==> config.mk <==
export PLATFORM = sky130hd
export DESIGN_NAME = mps_sequencer
export DESIGN_NICKNAME = d
export VERILOG_FILES = /design/src/mps_pkg.sv /design/src/mps_sequencer.sv /design/src/mps_interval_timer.sv
export SDC_FILE = /design/constraint.sdc
export NUM_CORES = 1
export LEC_CHECK = 0
export BUFFER_PORTS_ARGS = -buffer_cell sky130_fd_sc_hd__buf_2
export CAP_MARGIN = 0
export CORE_AREA = 2 2 55 57
export DETAILED_ROUTE_END_ITERATION = 8
export DIE_AREA = 0 0 57 59
export HOLD_SLACK_MARGIN = 0.05
export PLACE_DENSITY = 0.76
export SETUP_SLACK_MARGIN = 0.15
export SLEW_MARGIN = 20
export SYNTH_ARGS = -nofsm -noshare
export SYNTH_HDL_FRONTEND = slang
export SYNTH_SLANG_ARGS = --single-unit
==> constraint.sdc <==
create_clock -name CLOCK_I -period 3.2 [get_ports CLOCK_I]
set_input_delay 0.16 -clock CLOCK_I [delete_from_list [all_inputs] [get_ports CLOCK_I]]
set_output_delay 0.16 -clock CLOCK_I [all_outputs]
set_load 0.02 [all_outputs]
==> src/mps_pkg.sv <==
package mps_pkg;

    // clock rate and unit conversion
    localparam int CLK_PERIOD_NS = 40;
    localparam int NS_PER_US     = 1000;
    localparam int NS_PER_MS     = 1000000;

    // interval figures in their own units
    localparam int T_PWR_EN_MAX_US   = 150;  // reset/supply-good rise to enable rise, max
    localparam int T_OE_MAX_MS       = 5;    // enable rise to output-enable fall, max
    localparam int T_OE_SETTLE_US    = 100;  // supply settle before mirrors go active
    localparam int T_PRECOND_MIN_US  = 800;  // preconditioning, min
    localparam int T_PARK_US         = 200;  // mirror park time
    localparam int T_PD_MAX_US       = 500;  // supply-good low to enable fall, max

    // least time: round up, never below one cycle
    function automatic int mps_cyc_min(input int t_ns);
        int c;
        c = (t_ns + CLK_PERIOD_NS - 1) / CLK_PERIOD_NS;
        return (c < 1) ? 1 : c;
    endfunction : mps_cyc_min

    // longest time: round down, never below one cycle
    function automatic int mps_cyc_max(input int t_ns);
        int c;
        c = t_ns / CLK_PERIOD_NS;
        return (c < 1) ? 1 : c;
    endfunction : mps_cyc_max

    localparam int PWR_EN_MAX_CYC  = mps_cyc_max(T_PWR_EN_MAX_US * NS_PER_US);
    localparam int OE_MAX_CYC      = mps_cyc_max(T_OE_MAX_MS * NS_PER_MS);
    localparam int OE_SETTLE_CYC   = mps_cyc_min(T_OE_SETTLE_US * NS_PER_US);
    localparam int PRECOND_MIN_CYC = mps_cyc_min(T_PRECOND_MIN_US * NS_PER_US);
    localparam int PARK_CYC        = mps_cyc_min(T_PARK_US * NS_PER_US);
    localparam int PD_MAX_CYC      = mps_cyc_max(T_PD_MAX_US * NS_PER_US);

    localparam int CNT_W = 24;
    typedef logic [CNT_W-1:0] mps_cnt_t;
    localparam mps_cnt_t CNT_ZERO = 24'h000000;
    localparam mps_cnt_t CNT_ONE  = 24'h000001;

    typedef enum logic [2:0] {
        ST_HOLD      = 3'h0,
        ST_WAIT_GOOD = 3'h1,
        ST_SETTLE    = 3'h2,
        ST_RUN       = 3'h3,
        ST_PRECOND   = 3'h4,
        ST_WAIT_LOW  = 3'h5,
        ST_PARK      = 3'h6,
        ST_OFF       = 3'h7
    } mps_state_e;

endpackage : mps_pkg

==> src/mps_sequencer.sv <==
// Notes on behaviour
// - The mirror supply enable rises within 150 us of the later of reset-in rising and supply-good rising.
// - The supply-good drive goes high on its own as soon as the block leaves reset.
// - The active-low mirror output-enable falls within 5 ms of the supply enable rising.
// - On a requested power-down, a preconditioning step of at least 800 us runs before the mirrors are parked.
// - Preconditioning ends by dropping the supply-good drive, which pulls supply-good low.
// - About 200 us is allowed for the mirrors to park before mirror power is removed.
// - The mirror supply enable falls within 500 us of the supply-good input going low.
`timescale 1ns/1ps
`default_nettype none

module mps_sequencer #(
    parameter int unsigned OE_MAX_CYC  = mps_pkg::OE_MAX_CYC,
    parameter int unsigned PRECOND_CYC = mps_pkg::PRECOND_MIN_CYC,
    parameter int unsigned PARK_CYC    = mps_pkg::PARK_CYC,
    parameter int unsigned PD_MAX_CYC  = mps_pkg::PD_MAX_CYC
) (
    input  wire logic CLOCK_I,
    input  wire logic RST_I,
    input  wire logic RESET_IN_N_I,         // system reset, low holds mirrors off
    input  wire logic SUPPLY_OK_INPUT_I,    // supply-good, looped back from the drive
    input  wire logic SHUTDOWN_REQ_I,       // level, high asks for power-down
    output logic      SUPPLY_OK_DRIVE_O,    // pin shared with red_led_pulse_out
    output logic      MIRROR_PWR_EN_O,
    output logic      MIRROR_OE_N_O,
    output logic      MIRRORS_OFF_O         // high once power-down has completed
);

    mps_pkg::mps_state_e state_ff;
    mps_pkg::mps_state_e nxt_state;
    logic                tmr_load;
    mps_pkg::mps_cnt_t   tmr_val;
    logic                tmr_done;
    logic                drive_ff;
    logic                pwr_en_ff;
    logic                oe_n_ff;
    logic                off_ff;
    logic                down_req;

    // power-down is asked for by the request line or by the system reset
    assign down_req = SHUTDOWN_REQ_I || !RESET_IN_N_I;

    // one shared timer serves every interval, since they never overlap
    mps_interval_timer u_timer (
        .clk_i      (CLOCK_I),
        .rst_i      (RST_I),
        .load_i     (tmr_load),
        .load_val_i (tmr_val),
        .done_o     (tmr_done)
    );

    // sequence decode; a supply-good loss while active skips straight to park
    always_comb begin
        nxt_state = state_ff;
        tmr_load  = 1'b0;
        tmr_val   = mps_pkg::CNT_ZERO;
        unique case (state_ff)
            mps_pkg::ST_HOLD: begin
                nxt_state = mps_pkg::ST_WAIT_GOOD;
            end
            mps_pkg::ST_WAIT_GOOD: begin
                if (RESET_IN_N_I && SUPPLY_OK_INPUT_I && !SHUTDOWN_REQ_I) begin
                    nxt_state = mps_pkg::ST_SETTLE;
                    tmr_load  = 1'b1;
                    tmr_val   = mps_pkg::mps_cnt_t'(mps_pkg::OE_SETTLE_CYC);
                end
            end
            mps_pkg::ST_SETTLE: begin
                if (!SUPPLY_OK_INPUT_I) begin
                    nxt_state = mps_pkg::ST_PARK;
                    tmr_load  = 1'b1;
                    tmr_val   = mps_pkg::mps_cnt_t'(PARK_CYC);
                end else if (tmr_done) begin
                    nxt_state = mps_pkg::ST_RUN;
                end
            end
            mps_pkg::ST_RUN: begin
                if (!SUPPLY_OK_INPUT_I) begin
                    nxt_state = mps_pkg::ST_PARK;
                    tmr_load  = 1'b1;
                    tmr_val   = mps_pkg::mps_cnt_t'(PARK_CYC);
                end else if (down_req) begin
                    nxt_state = mps_pkg::ST_PRECOND;
                    tmr_load  = 1'b1;
                    tmr_val   = mps_pkg::mps_cnt_t'(PRECOND_CYC);
                end
            end
            mps_pkg::ST_PRECOND: begin
                if (!SUPPLY_OK_INPUT_I) begin
                    nxt_state = mps_pkg::ST_PARK;
                    tmr_load  = 1'b1;
                    tmr_val   = mps_pkg::mps_cnt_t'(PARK_CYC);
                end else if (tmr_done) begin
                    nxt_state = mps_pkg::ST_WAIT_LOW;
                end
            end
            mps_pkg::ST_WAIT_LOW: begin
                // relies on the loop-back to bring the input down
                if (!SUPPLY_OK_INPUT_I) begin
                    nxt_state = mps_pkg::ST_PARK;
                    tmr_load  = 1'b1;
                    tmr_val   = mps_pkg::mps_cnt_t'(PARK_CYC);
                end
            end
            mps_pkg::ST_PARK: begin
                if (tmr_done) begin
                    nxt_state = mps_pkg::ST_OFF;
                end
            end
            mps_pkg::ST_OFF: begin
                if (!down_req) begin
                    nxt_state = mps_pkg::ST_WAIT_GOOD;
                end
            end
        endcase
    end

    // state register
    always_ff @(posedge CLOCK_I) begin
        if (RST_I) begin
            state_ff <= mps_pkg::ST_HOLD;
        end else begin
            state_ff <= nxt_state;
        end
    end

    // supply-good drive: high from reset release until preconditioning ends or a supply-good loss sends the sequence to park
    always_ff @(posedge CLOCK_I) begin
        if (RST_I) begin
            drive_ff <= 1'b0;
        end else begin
            drive_ff <= (nxt_state == mps_pkg::ST_WAIT_GOOD) ||
                        (nxt_state == mps_pkg::ST_SETTLE) ||
                        (nxt_state == mps_pkg::ST_RUN) ||
                        (nxt_state == mps_pkg::ST_PRECOND);
        end
    end

    // mirror supply enable, held on through park so the mirrors land powered
    always_ff @(posedge CLOCK_I) begin
        if (RST_I) begin
            pwr_en_ff <= 1'b0;
        end else begin
            pwr_en_ff <= (nxt_state == mps_pkg::ST_SETTLE) ||
                         (nxt_state == mps_pkg::ST_RUN) ||
                         (nxt_state == mps_pkg::ST_PRECOND) ||
                         (nxt_state == mps_pkg::ST_WAIT_LOW) ||
                         (nxt_state == mps_pkg::ST_PARK);
        end
    end

    // output-enable low only while mirrors are meant to be active
    always_ff @(posedge CLOCK_I) begin
        if (RST_I) begin
            oe_n_ff <= 1'b1;
        end else begin
            oe_n_ff <= !((nxt_state == mps_pkg::ST_RUN) ||
                         (nxt_state == mps_pkg::ST_PRECOND) ||
                         (nxt_state == mps_pkg::ST_WAIT_LOW));
        end
    end

    // completion flag for the system controller
    always_ff @(posedge CLOCK_I) begin
        if (RST_I) begin
            off_ff <= 1'b0;
        end else begin
            off_ff <= (nxt_state == mps_pkg::ST_OFF);
        end
    end

    assign SUPPLY_OK_DRIVE_O = drive_ff;
    assign MIRROR_PWR_EN_O   = pwr_en_ff;
    assign MIRROR_OE_N_O     = oe_n_ff;
    assign MIRRORS_OFF_O     = off_ff;

    // helper counters watched only by the checks below
    mps_pkg::mps_cnt_t up_wait_ff;
    mps_pkg::mps_cnt_t oe_wait_ff;
    mps_pkg::mps_cnt_t pre_len_ff;
    mps_pkg::mps_cnt_t park_len_ff;
    mps_pkg::mps_cnt_t pd_wait_ff;

    always_ff @(posedge CLOCK_I) begin
        if (RST_I) begin
            up_wait_ff  <= mps_pkg::CNT_ZERO;
            oe_wait_ff  <= mps_pkg::CNT_ZERO;
            pre_len_ff  <= mps_pkg::CNT_ZERO;
            park_len_ff <= mps_pkg::CNT_ZERO;
            pd_wait_ff  <= mps_pkg::CNT_ZERO;
        end else begin
            up_wait_ff  <= (RESET_IN_N_I && SUPPLY_OK_INPUT_I && !pwr_en_ff &&
                            state_ff == mps_pkg::ST_WAIT_GOOD && !SHUTDOWN_REQ_I) ?
                           up_wait_ff + mps_pkg::CNT_ONE : mps_pkg::CNT_ZERO;
            oe_wait_ff  <= (pwr_en_ff && oe_n_ff && state_ff == mps_pkg::ST_SETTLE) ?
                           oe_wait_ff + mps_pkg::CNT_ONE : mps_pkg::CNT_ZERO;
            pre_len_ff  <= (state_ff == mps_pkg::ST_PRECOND) ?
                           pre_len_ff + mps_pkg::CNT_ONE : mps_pkg::CNT_ZERO;
            park_len_ff <= (state_ff == mps_pkg::ST_PARK) ?
                           park_len_ff + mps_pkg::CNT_ONE : mps_pkg::CNT_ZERO;
            pd_wait_ff  <= (!SUPPLY_OK_INPUT_I && pwr_en_ff) ?
                           pd_wait_ff + mps_pkg::CNT_ONE : mps_pkg::CNT_ZERO;
        end
    end

    a_enable_rise_bound: assert property (
        @(posedge CLOCK_I) disable iff (RST_I)
        up_wait_ff <= mps_pkg::mps_cnt_t'(mps_pkg::PWR_EN_MAX_CYC))
        else $error("supply enable late after reset and supply-good");

    a_drive_after_reset: assert property (
        @(posedge CLOCK_I) disable iff (RST_I)
        $fell(RST_I) |=> SUPPLY_OK_DRIVE_O)
        else $error("supply-good drive not raised after reset");

    a_oe_fall_bound: assert property (
        @(posedge CLOCK_I) disable iff (RST_I)
        oe_wait_ff <= mps_pkg::mps_cnt_t'(OE_MAX_CYC))
        else $error("output-enable not low in time after enable");

    a_precond_min_len: assert property (
        @(posedge CLOCK_I) disable iff (RST_I)
        (state_ff == mps_pkg::ST_PRECOND && nxt_state == mps_pkg::ST_WAIT_LOW)
        |-> pre_len_ff >= mps_pkg::mps_cnt_t'(PRECOND_CYC))
        else $error("preconditioning too short");

    a_precond_drive_drop: assert property (
        @(posedge CLOCK_I) disable iff (RST_I)
        (state_ff == mps_pkg::ST_PRECOND && nxt_state == mps_pkg::ST_WAIT_LOW)
        |=> !SUPPLY_OK_DRIVE_O && MIRROR_PWR_EN_O && $past(SUPPLY_OK_DRIVE_O))
        else $error("preconditioning did not end on drive drop");

    a_park_time_kept: assert property (
        @(posedge CLOCK_I) disable iff (RST_I)
        $fell(MIRROR_PWR_EN_O) |-> park_len_ff >= mps_pkg::mps_cnt_t'(PARK_CYC))
        else $error("mirror power removed before park time");

    a_pd_enable_fall: assert property (
        @(posedge CLOCK_I) disable iff (RST_I)
        pd_wait_ff <= mps_pkg::mps_cnt_t'(PD_MAX_CYC))
        else $error("supply enable not dropped in time");

    a_reset_safe_out: assert property (
        @(posedge CLOCK_I)
        RST_I |=> MIRROR_OE_N_O && !MIRROR_PWR_EN_O)
        else $error("outputs not safe under reset");

endmodule : mps_sequencer

`default_nettype wire

==> src/mps_interval_timer.sv <==
`timescale 1ns/1ps
`default_nettype none

module mps_interval_timer (
    input  wire logic             clk_i,
    input  wire logic             rst_i,
    input  wire logic             load_i,
    input  wire mps_pkg::mps_cnt_t load_val_i,
    output logic                  done_o
);

    mps_pkg::mps_cnt_t cnt_ff;

    // down counter; done is a level while it rests at zero
    always_ff @(posedge clk_i) begin
        if (rst_i) begin
            cnt_ff <= mps_pkg::CNT_ZERO;
        end else if (load_i) begin
            cnt_ff <= load_val_i;
        end else if (cnt_ff != mps_pkg::CNT_ZERO) begin
            cnt_ff <= cnt_ff - mps_pkg::CNT_ONE;
        end
    end

    assign done_o = (cnt_ff == mps_pkg::CNT_ZERO);

endmodule : mps_interval_timer

`default_nettype wire

* Word-level counts from Yosys, hierarchy flattened
Cells that the tools add are included.
** Storage, ports and cells
- Flip-flop bits (word level) :: 31
- Input port bits :: 5
- Output and inout port bits :: 4
- Logic and storage cells :: 64
** Cells by class
- $add $sub $neg :: 1
- Equal/unequal tests :: 14
- Muxes and demuxes :: 23
- Reduce and logical (&&, ||, !) cells :: 20
** Operators with widths (count)
- two-way mux 24 bit :: 2
- case mux 15 bit (3 select lines) :: 1
- two-way mux 15 bit :: 2
- two-way mux 3 bit :: 10
- equality test 3 bit, second input constant :: 8
- zero test 24 bit :: 1
- case mux 3 bit (8 select lines) :: 1
- nonzero test 24 bit :: 1
- subtractor 24 x 1 -> 24 bit, second input constant :: 1
- two-way mux 13 bit :: 1
- equality test 3 x 2 -> 1 bit, second input constant :: 4
- two-way mux 12 bit :: 1
- logical OR 1 bit :: 10
- equality test 3 x 1 -> 1 bit, second input constant :: 2
- two-way mux 1 bit :: 4
- zero test 1 bit :: 3
- zero test 3 bit :: 1
- case mux 1 bit (3 select lines) :: 1
- OR reduction 3 bit :: 1
- logical AND 1 bit :: 2
- nonzero test 2 bit :: 1

* Depth between registers and ports, before layout
- Depth after elaboration :: 10
- Mapped depth :: 9
- Mapped depth without buffers :: 7

* By module
A second synthesis with hierarchy kept.
** Second synthesis, totals
- Cell total of the unflattened synthesis :: 212
- Area, all modules :: 1739.2 um2
** Modules (own cells, without submodules)
- mps_interval_timer :: times used 1, cells each 161, area an instance 1310.0 um2, seq. area each 480.5 um2
- mps_sequencer :: times used 1, cells each 51, area an instance 429.2 um2, seq. area each 140.1 um2

* Worst setup path before layout
OpenSTA, ideal clock, no wires.
- Kind :: register -> register
- Start :: register u_timer.cnt_ff[0]
- End :: register u_timer.cnt_ff[14]
- Arrival time :: 1827 ps
- Data required time :: 3068 ps
- Path slack :: 1241 ps
- Stages on the path, launching flop included :: 8
- Path buffers :: 0
- Clock period less this slack :: 1959 ps
- Cells stage by stage :: dfxtp_1 > inv_1 > ha_1 > or2b_2 > or4_4 > a211oi_2 > xnor2_1 > a31oi_1
** On the way
- Longest elaborated chain between the ends :: 3
- Elaborated cells on any way between the ends :: 5
- Those cells by class :: add/sub: 1; mux: 2; reduce/logical: 2
** RTL lines
- start: declaration :: RTL line mps_interval_timer.sv:12 : mps_pkg::mps_cnt_t cnt_ff;
- start signal: assignment :: RTL line mps_interval_timer.sv:17 : cnt_ff <= mps_pkg::CNT_ZERO;
- start signal: assignment :: RTL line mps_interval_timer.sv:19 : cnt_ff <= load_val_i;
- start signal: assignment :: RTL line mps_interval_timer.sv:21 : cnt_ff <= cnt_ff - mps_pkg::CNT_ONE;
- subtractor 24 x 1 -> 24 bit :: RTL line mps_interval_timer.sv:21
- two-way mux 24 bit :: RTL line mps_interval_timer.sv:20 : end else if (cnt_ff != mps_pkg::CNT_ZERO) begin
- two-way mux 24 bit :: RTL line mps_interval_timer.sv:18 : end else if (load_i) begin
Several ways; a longest one is shown, not always the timed one. The select of a mux whose other input is x is not followed.
A chain may end at the register's enable or synchronous reset.

* Worst setup path in the final report
- Start :: register u_timer.cnt_ff[16]
- End :: register drive_ff (netlist: SUPPLY_OK_DRIVE_O)
** On the way
- Longest elaborated chain between the ends :: 8
- Elaborated cells on any way between the ends :: 14
- Those cells by class :: eq/ne: 4; mux: 6; reduce/logical: 4
** RTL lines
- zero test 24 bit * :: RTL line mps_interval_timer.sv:25 : assign done_o = (cnt_ff == mps_pkg::CNT_ZERO);
- two-way mux 3 bit, on equally long branches :: RTL line mps_sequencer.sv:93, mps_sequencer.sv:73
- two-way mux 3 bit, on equally long branches :: RTL line mps_sequencer.sv:89, mps_sequencer.sv:69
- case mux 3 bit (8 select lines) * :: RTL line mps_sequencer.sv:57 : unique case (state_ff)
- equality test 3 x 1 -> 1 bit or equality test 3 x 2 -> 1 bit (tied branches) :: RTL line mps_sequencer.sv:132, mps_sequencer.sv:133
- logical OR 1 bit :: RTL line mps_sequencer.sv:132 : drive_ff <= (nxt_state == mps_pkg::ST_WAIT_GOOD) ||
- logical OR 1 bit :: RTL line mps_sequencer.sv:133 : (nxt_state == mps_pkg::ST_SETTLE) ||
- logical OR 1 bit * :: RTL line mps_sequencer.sv:134 : (nxt_state == mps_pkg::ST_RUN) ||
- end signal: assignment :: RTL line mps_sequencer.sv:132
- end: declaration :: RTL line mps_sequencer.sv:34 : logic drive_ff;
Mark *: on every way between the ends. The rest lies on a longest branch, timed or not.

==> flow_metrics.py <==
metrics = {
    "timing": {
        "fin_setup_tns_ps": 0,
        "slew_headroom_pct": 43.1,
        "skew_ps": 9.59,
        "finalSetupViolCount": 0,
        "tightest_slew_ps": 846,
        "rsz0062_at_grt": "false",
        "min_period_over_period_pct": 73.0,
        "fin_crit_ps": 2340,
        "slew_violations": 0,
        "fmax_ghz": 0.428,
        "finalHoldViolCount": 0,
    },
    "routing": {
        "vias_per_cell": 6.19,
        "drc": 0,
        "finalWirelength_um": 3370,
        "drt.antenna.violating_nets": 0,
        "drtPass1Iterations": 4,
        "dr.first_iter.drc_count": 88,
        "vias": 1429,
        "wire_per_inst_um": 14.6,
    },
    "grt": {
        "grt_max_degree": 16,
        "grt_overflow_total": 0,
        "antenna_found_initial": 0,
        "grt_pass1_vias": 1356,
        "grt_pass1_wl_um": 5710,
        "grtUsageTotal_pct": 22.5,
    },
    "min_path": {
        "min_path_cells": 2,
        "hold_path.class": "input port to flip-flop",
    },
    "place": {
        "gp_congestion": 0.875,
        "dp_hpwl_um": 2470,
        "io_buffers": 8,
        "place_inst": 223,
    },
    "floorplanning": {
        "die_x_um": 57,
        "fp.coreArea_um2": 2710,
        "initial_utilization_pct": 59.1,
        "die_h_um": 59,
        "fp-row-count": 19,
        "dieArea_um2": 3360,
        "io_pins": 9,
    },
    "clock_network": {
        "cts_max_level": 2,
        "cts.path.max_buffers": 2,
        "cts.clk_slew.worst_paths_ps": 100,
        "cts_buffers": 5,
        "post_cts_buffers": 0,
        "cts_resized": 0,
        "cts_tree": "yes",
        "clk_latency_ps": 340,
        "root_buffer": "clkbuf_4",
        "ctsHoldBuffers": 0,
        "clock_sinks": 31,
    },
    "critical_path": {
        "critPathKind": "flip-flop to flip-flop",
        "cp_max_fo": 14,
        "crit_path_end_kind": "flip-flop",
        "critPathLaunchType": "flip-flop",
        "cp.required_ps": 3420,
        "r2r_setup_slack_ps": 860,
        "critPathArrivalTime_ps": 2560,
        "reg2regPathDepth": 5,
    },
    "synthesis": {
        "async_flop_share_pct": 0,
        "syn_area_per_cell_um2": 8.39,
        "seq_area_frac_synth_pct": 38.7,
        "yosys_register_bits": 31,
        "ys_warn_count": 0,
        "synth-edff-count": 0,
        "synth_cell_types": 46,
        "yosys.area.top_type": "dfxtp_1",
        "synth_nets": 197,
        "synth_top_area_share_pct": 38.8,
        "syn_inst": 191,
        "yosysMostFrequentCell": "dfxtp_1",
        "ys_top_cells_by_area": "dfxtp_1 (39%), nor2_1 (6.1%), xnor2_1 (6.0%)",
        "synth-main-ff-cell": "dfxtp_1",
        "syn_area_um2": 1600,
        "yosys-top-cells-count": "dfxtp_1 (31), nor2_1 (26), nand2_1 (17)",
    },
    "layout": {
        "diodes": 0,
        "fin_cells": 231,
        "fin_nets": 205,
        "final_core_util_pct": 62.8,
        "drive_gt1_share_pct": 10.5,
        "syn_to_final_growth_pct": 6.33,
    },
    "pwr": {
        "vdd_drop_max_mv": 0.610,
        "power_density_nw_per_um2": 1070,
        "p_leak_nw": 0.648,
    },
    "flow_run": {
        "cap_violations": 0,
    },
    "outcome": {
        "status": "complete, no violations",
    },
}
## through the flow
| step | hold WS [ps] | setup WS, ps | power [W] | area [um2] |
|---|---|---|---|---|
| final | 132 | 864 | 0.00182 | 1700 |
| after global routing | 125 | 650 | 0.00197 | 1700 |
| after CTS | 127 | 895 | 0.00181 | 1700 |
| after detailed placement | 486 | 910 | 0.00159 | 1650 |
| after global placement | 459 | 1020 | 0.00155 | 1650 |
| after floorplan | 299 | 1240 | 0.00142 | 1600 |
## layout make-up
cell class / count / area (um2)
tap: 31 / 38.8
clock buffer: 7 / 45.0
timing repair buffer: 8 / 40.0
inverter: 4 / 15.0
sequential: 31 / 621
clock inverter: 1 / 5.00
multi-input combinational: 149 / 938
fill: 236 / 1010
## report_power, final
group	internal, W	switching, W	leakage (nW)
logic	0.000409	0.000562	0.365
clock network	0.0000854	0.000131	0.0293
registers	0.000501	0.000130	0.254
total	0.000996	0.000823	0.648
## worst max-delay path: stages (launching register included)
cell	delay, ps
dfxtp_1	360
nor4_1	570
and4_1	460
nand2_1	360
a21oi_1	340
o22ai_1	120
## path summary, 6_finish.rpt
path | to | from
max | SUPPLY_OK_DRIVE_O | u_timer.cnt_ff[16]
min | u_timer.cnt_ff[8] | SUPPLY_OK_INPUT_I
max reg2reg | SUPPLY_OK_DRIVE_O | u_timer.cnt_ff[16]
min reg2reg | u_timer.cnt_ff[19] | u_timer.cnt_ff[19]
## routing by layer
layer  GRT usage (%)  vias up  share of wire [%]
li1                -      713                  -
met4            14.6        0                2.6
met2            36.1       48                 49
met3            8.08       11                6.3
met1            25.3      657                 42
met5               0        -                  0
## placed cells by master (no fill, tap or decap), types with 2 or more instances in the layout
cell,netlist,final
dfxtp_1,31,31
nor2_1,26,26
nand2_1,17,17
a21oi_1,15,15
xnor2_1,11,11
xor2_1,8,8
buf_2,1,8
nor3_1,7,7
nand3_1,7,7
nor4_1,6,6
clkbuf_4,0,5
inv_1,4,4
nand4b_1,4,4
o21ai_0,4,4
nor2b_1,3,3
or4_4,3,3
nor4b_1,3,3
or3_1,2,2
o211ai_1,2,2
nand4_1,2,2
a211oi_1,2,2
a22oi_1,2,2
o22ai_1,2,2
clkbuf_1,6,2
## flip-flops by register name, indices dropped and copies added (netlist names)
register           cells
MIRRORS_OFF_O          1
MIRROR_OE_N_O          1
MIRROR_PWR_EN_O        1
SUPPLY_OK_DRIVE_O      1
state_ff               3
u_timer.cnt_ff        24
## cell families after synthesis
group | synth area share [%]
simple gates | 29.5
compound gates | 17.3
flops | 38.8
xor+xnor | 10.4
buf+inv | 2.66
mux | 0.625
fa+ha+maj | 0.781
(Power assumes the default switching activity.)
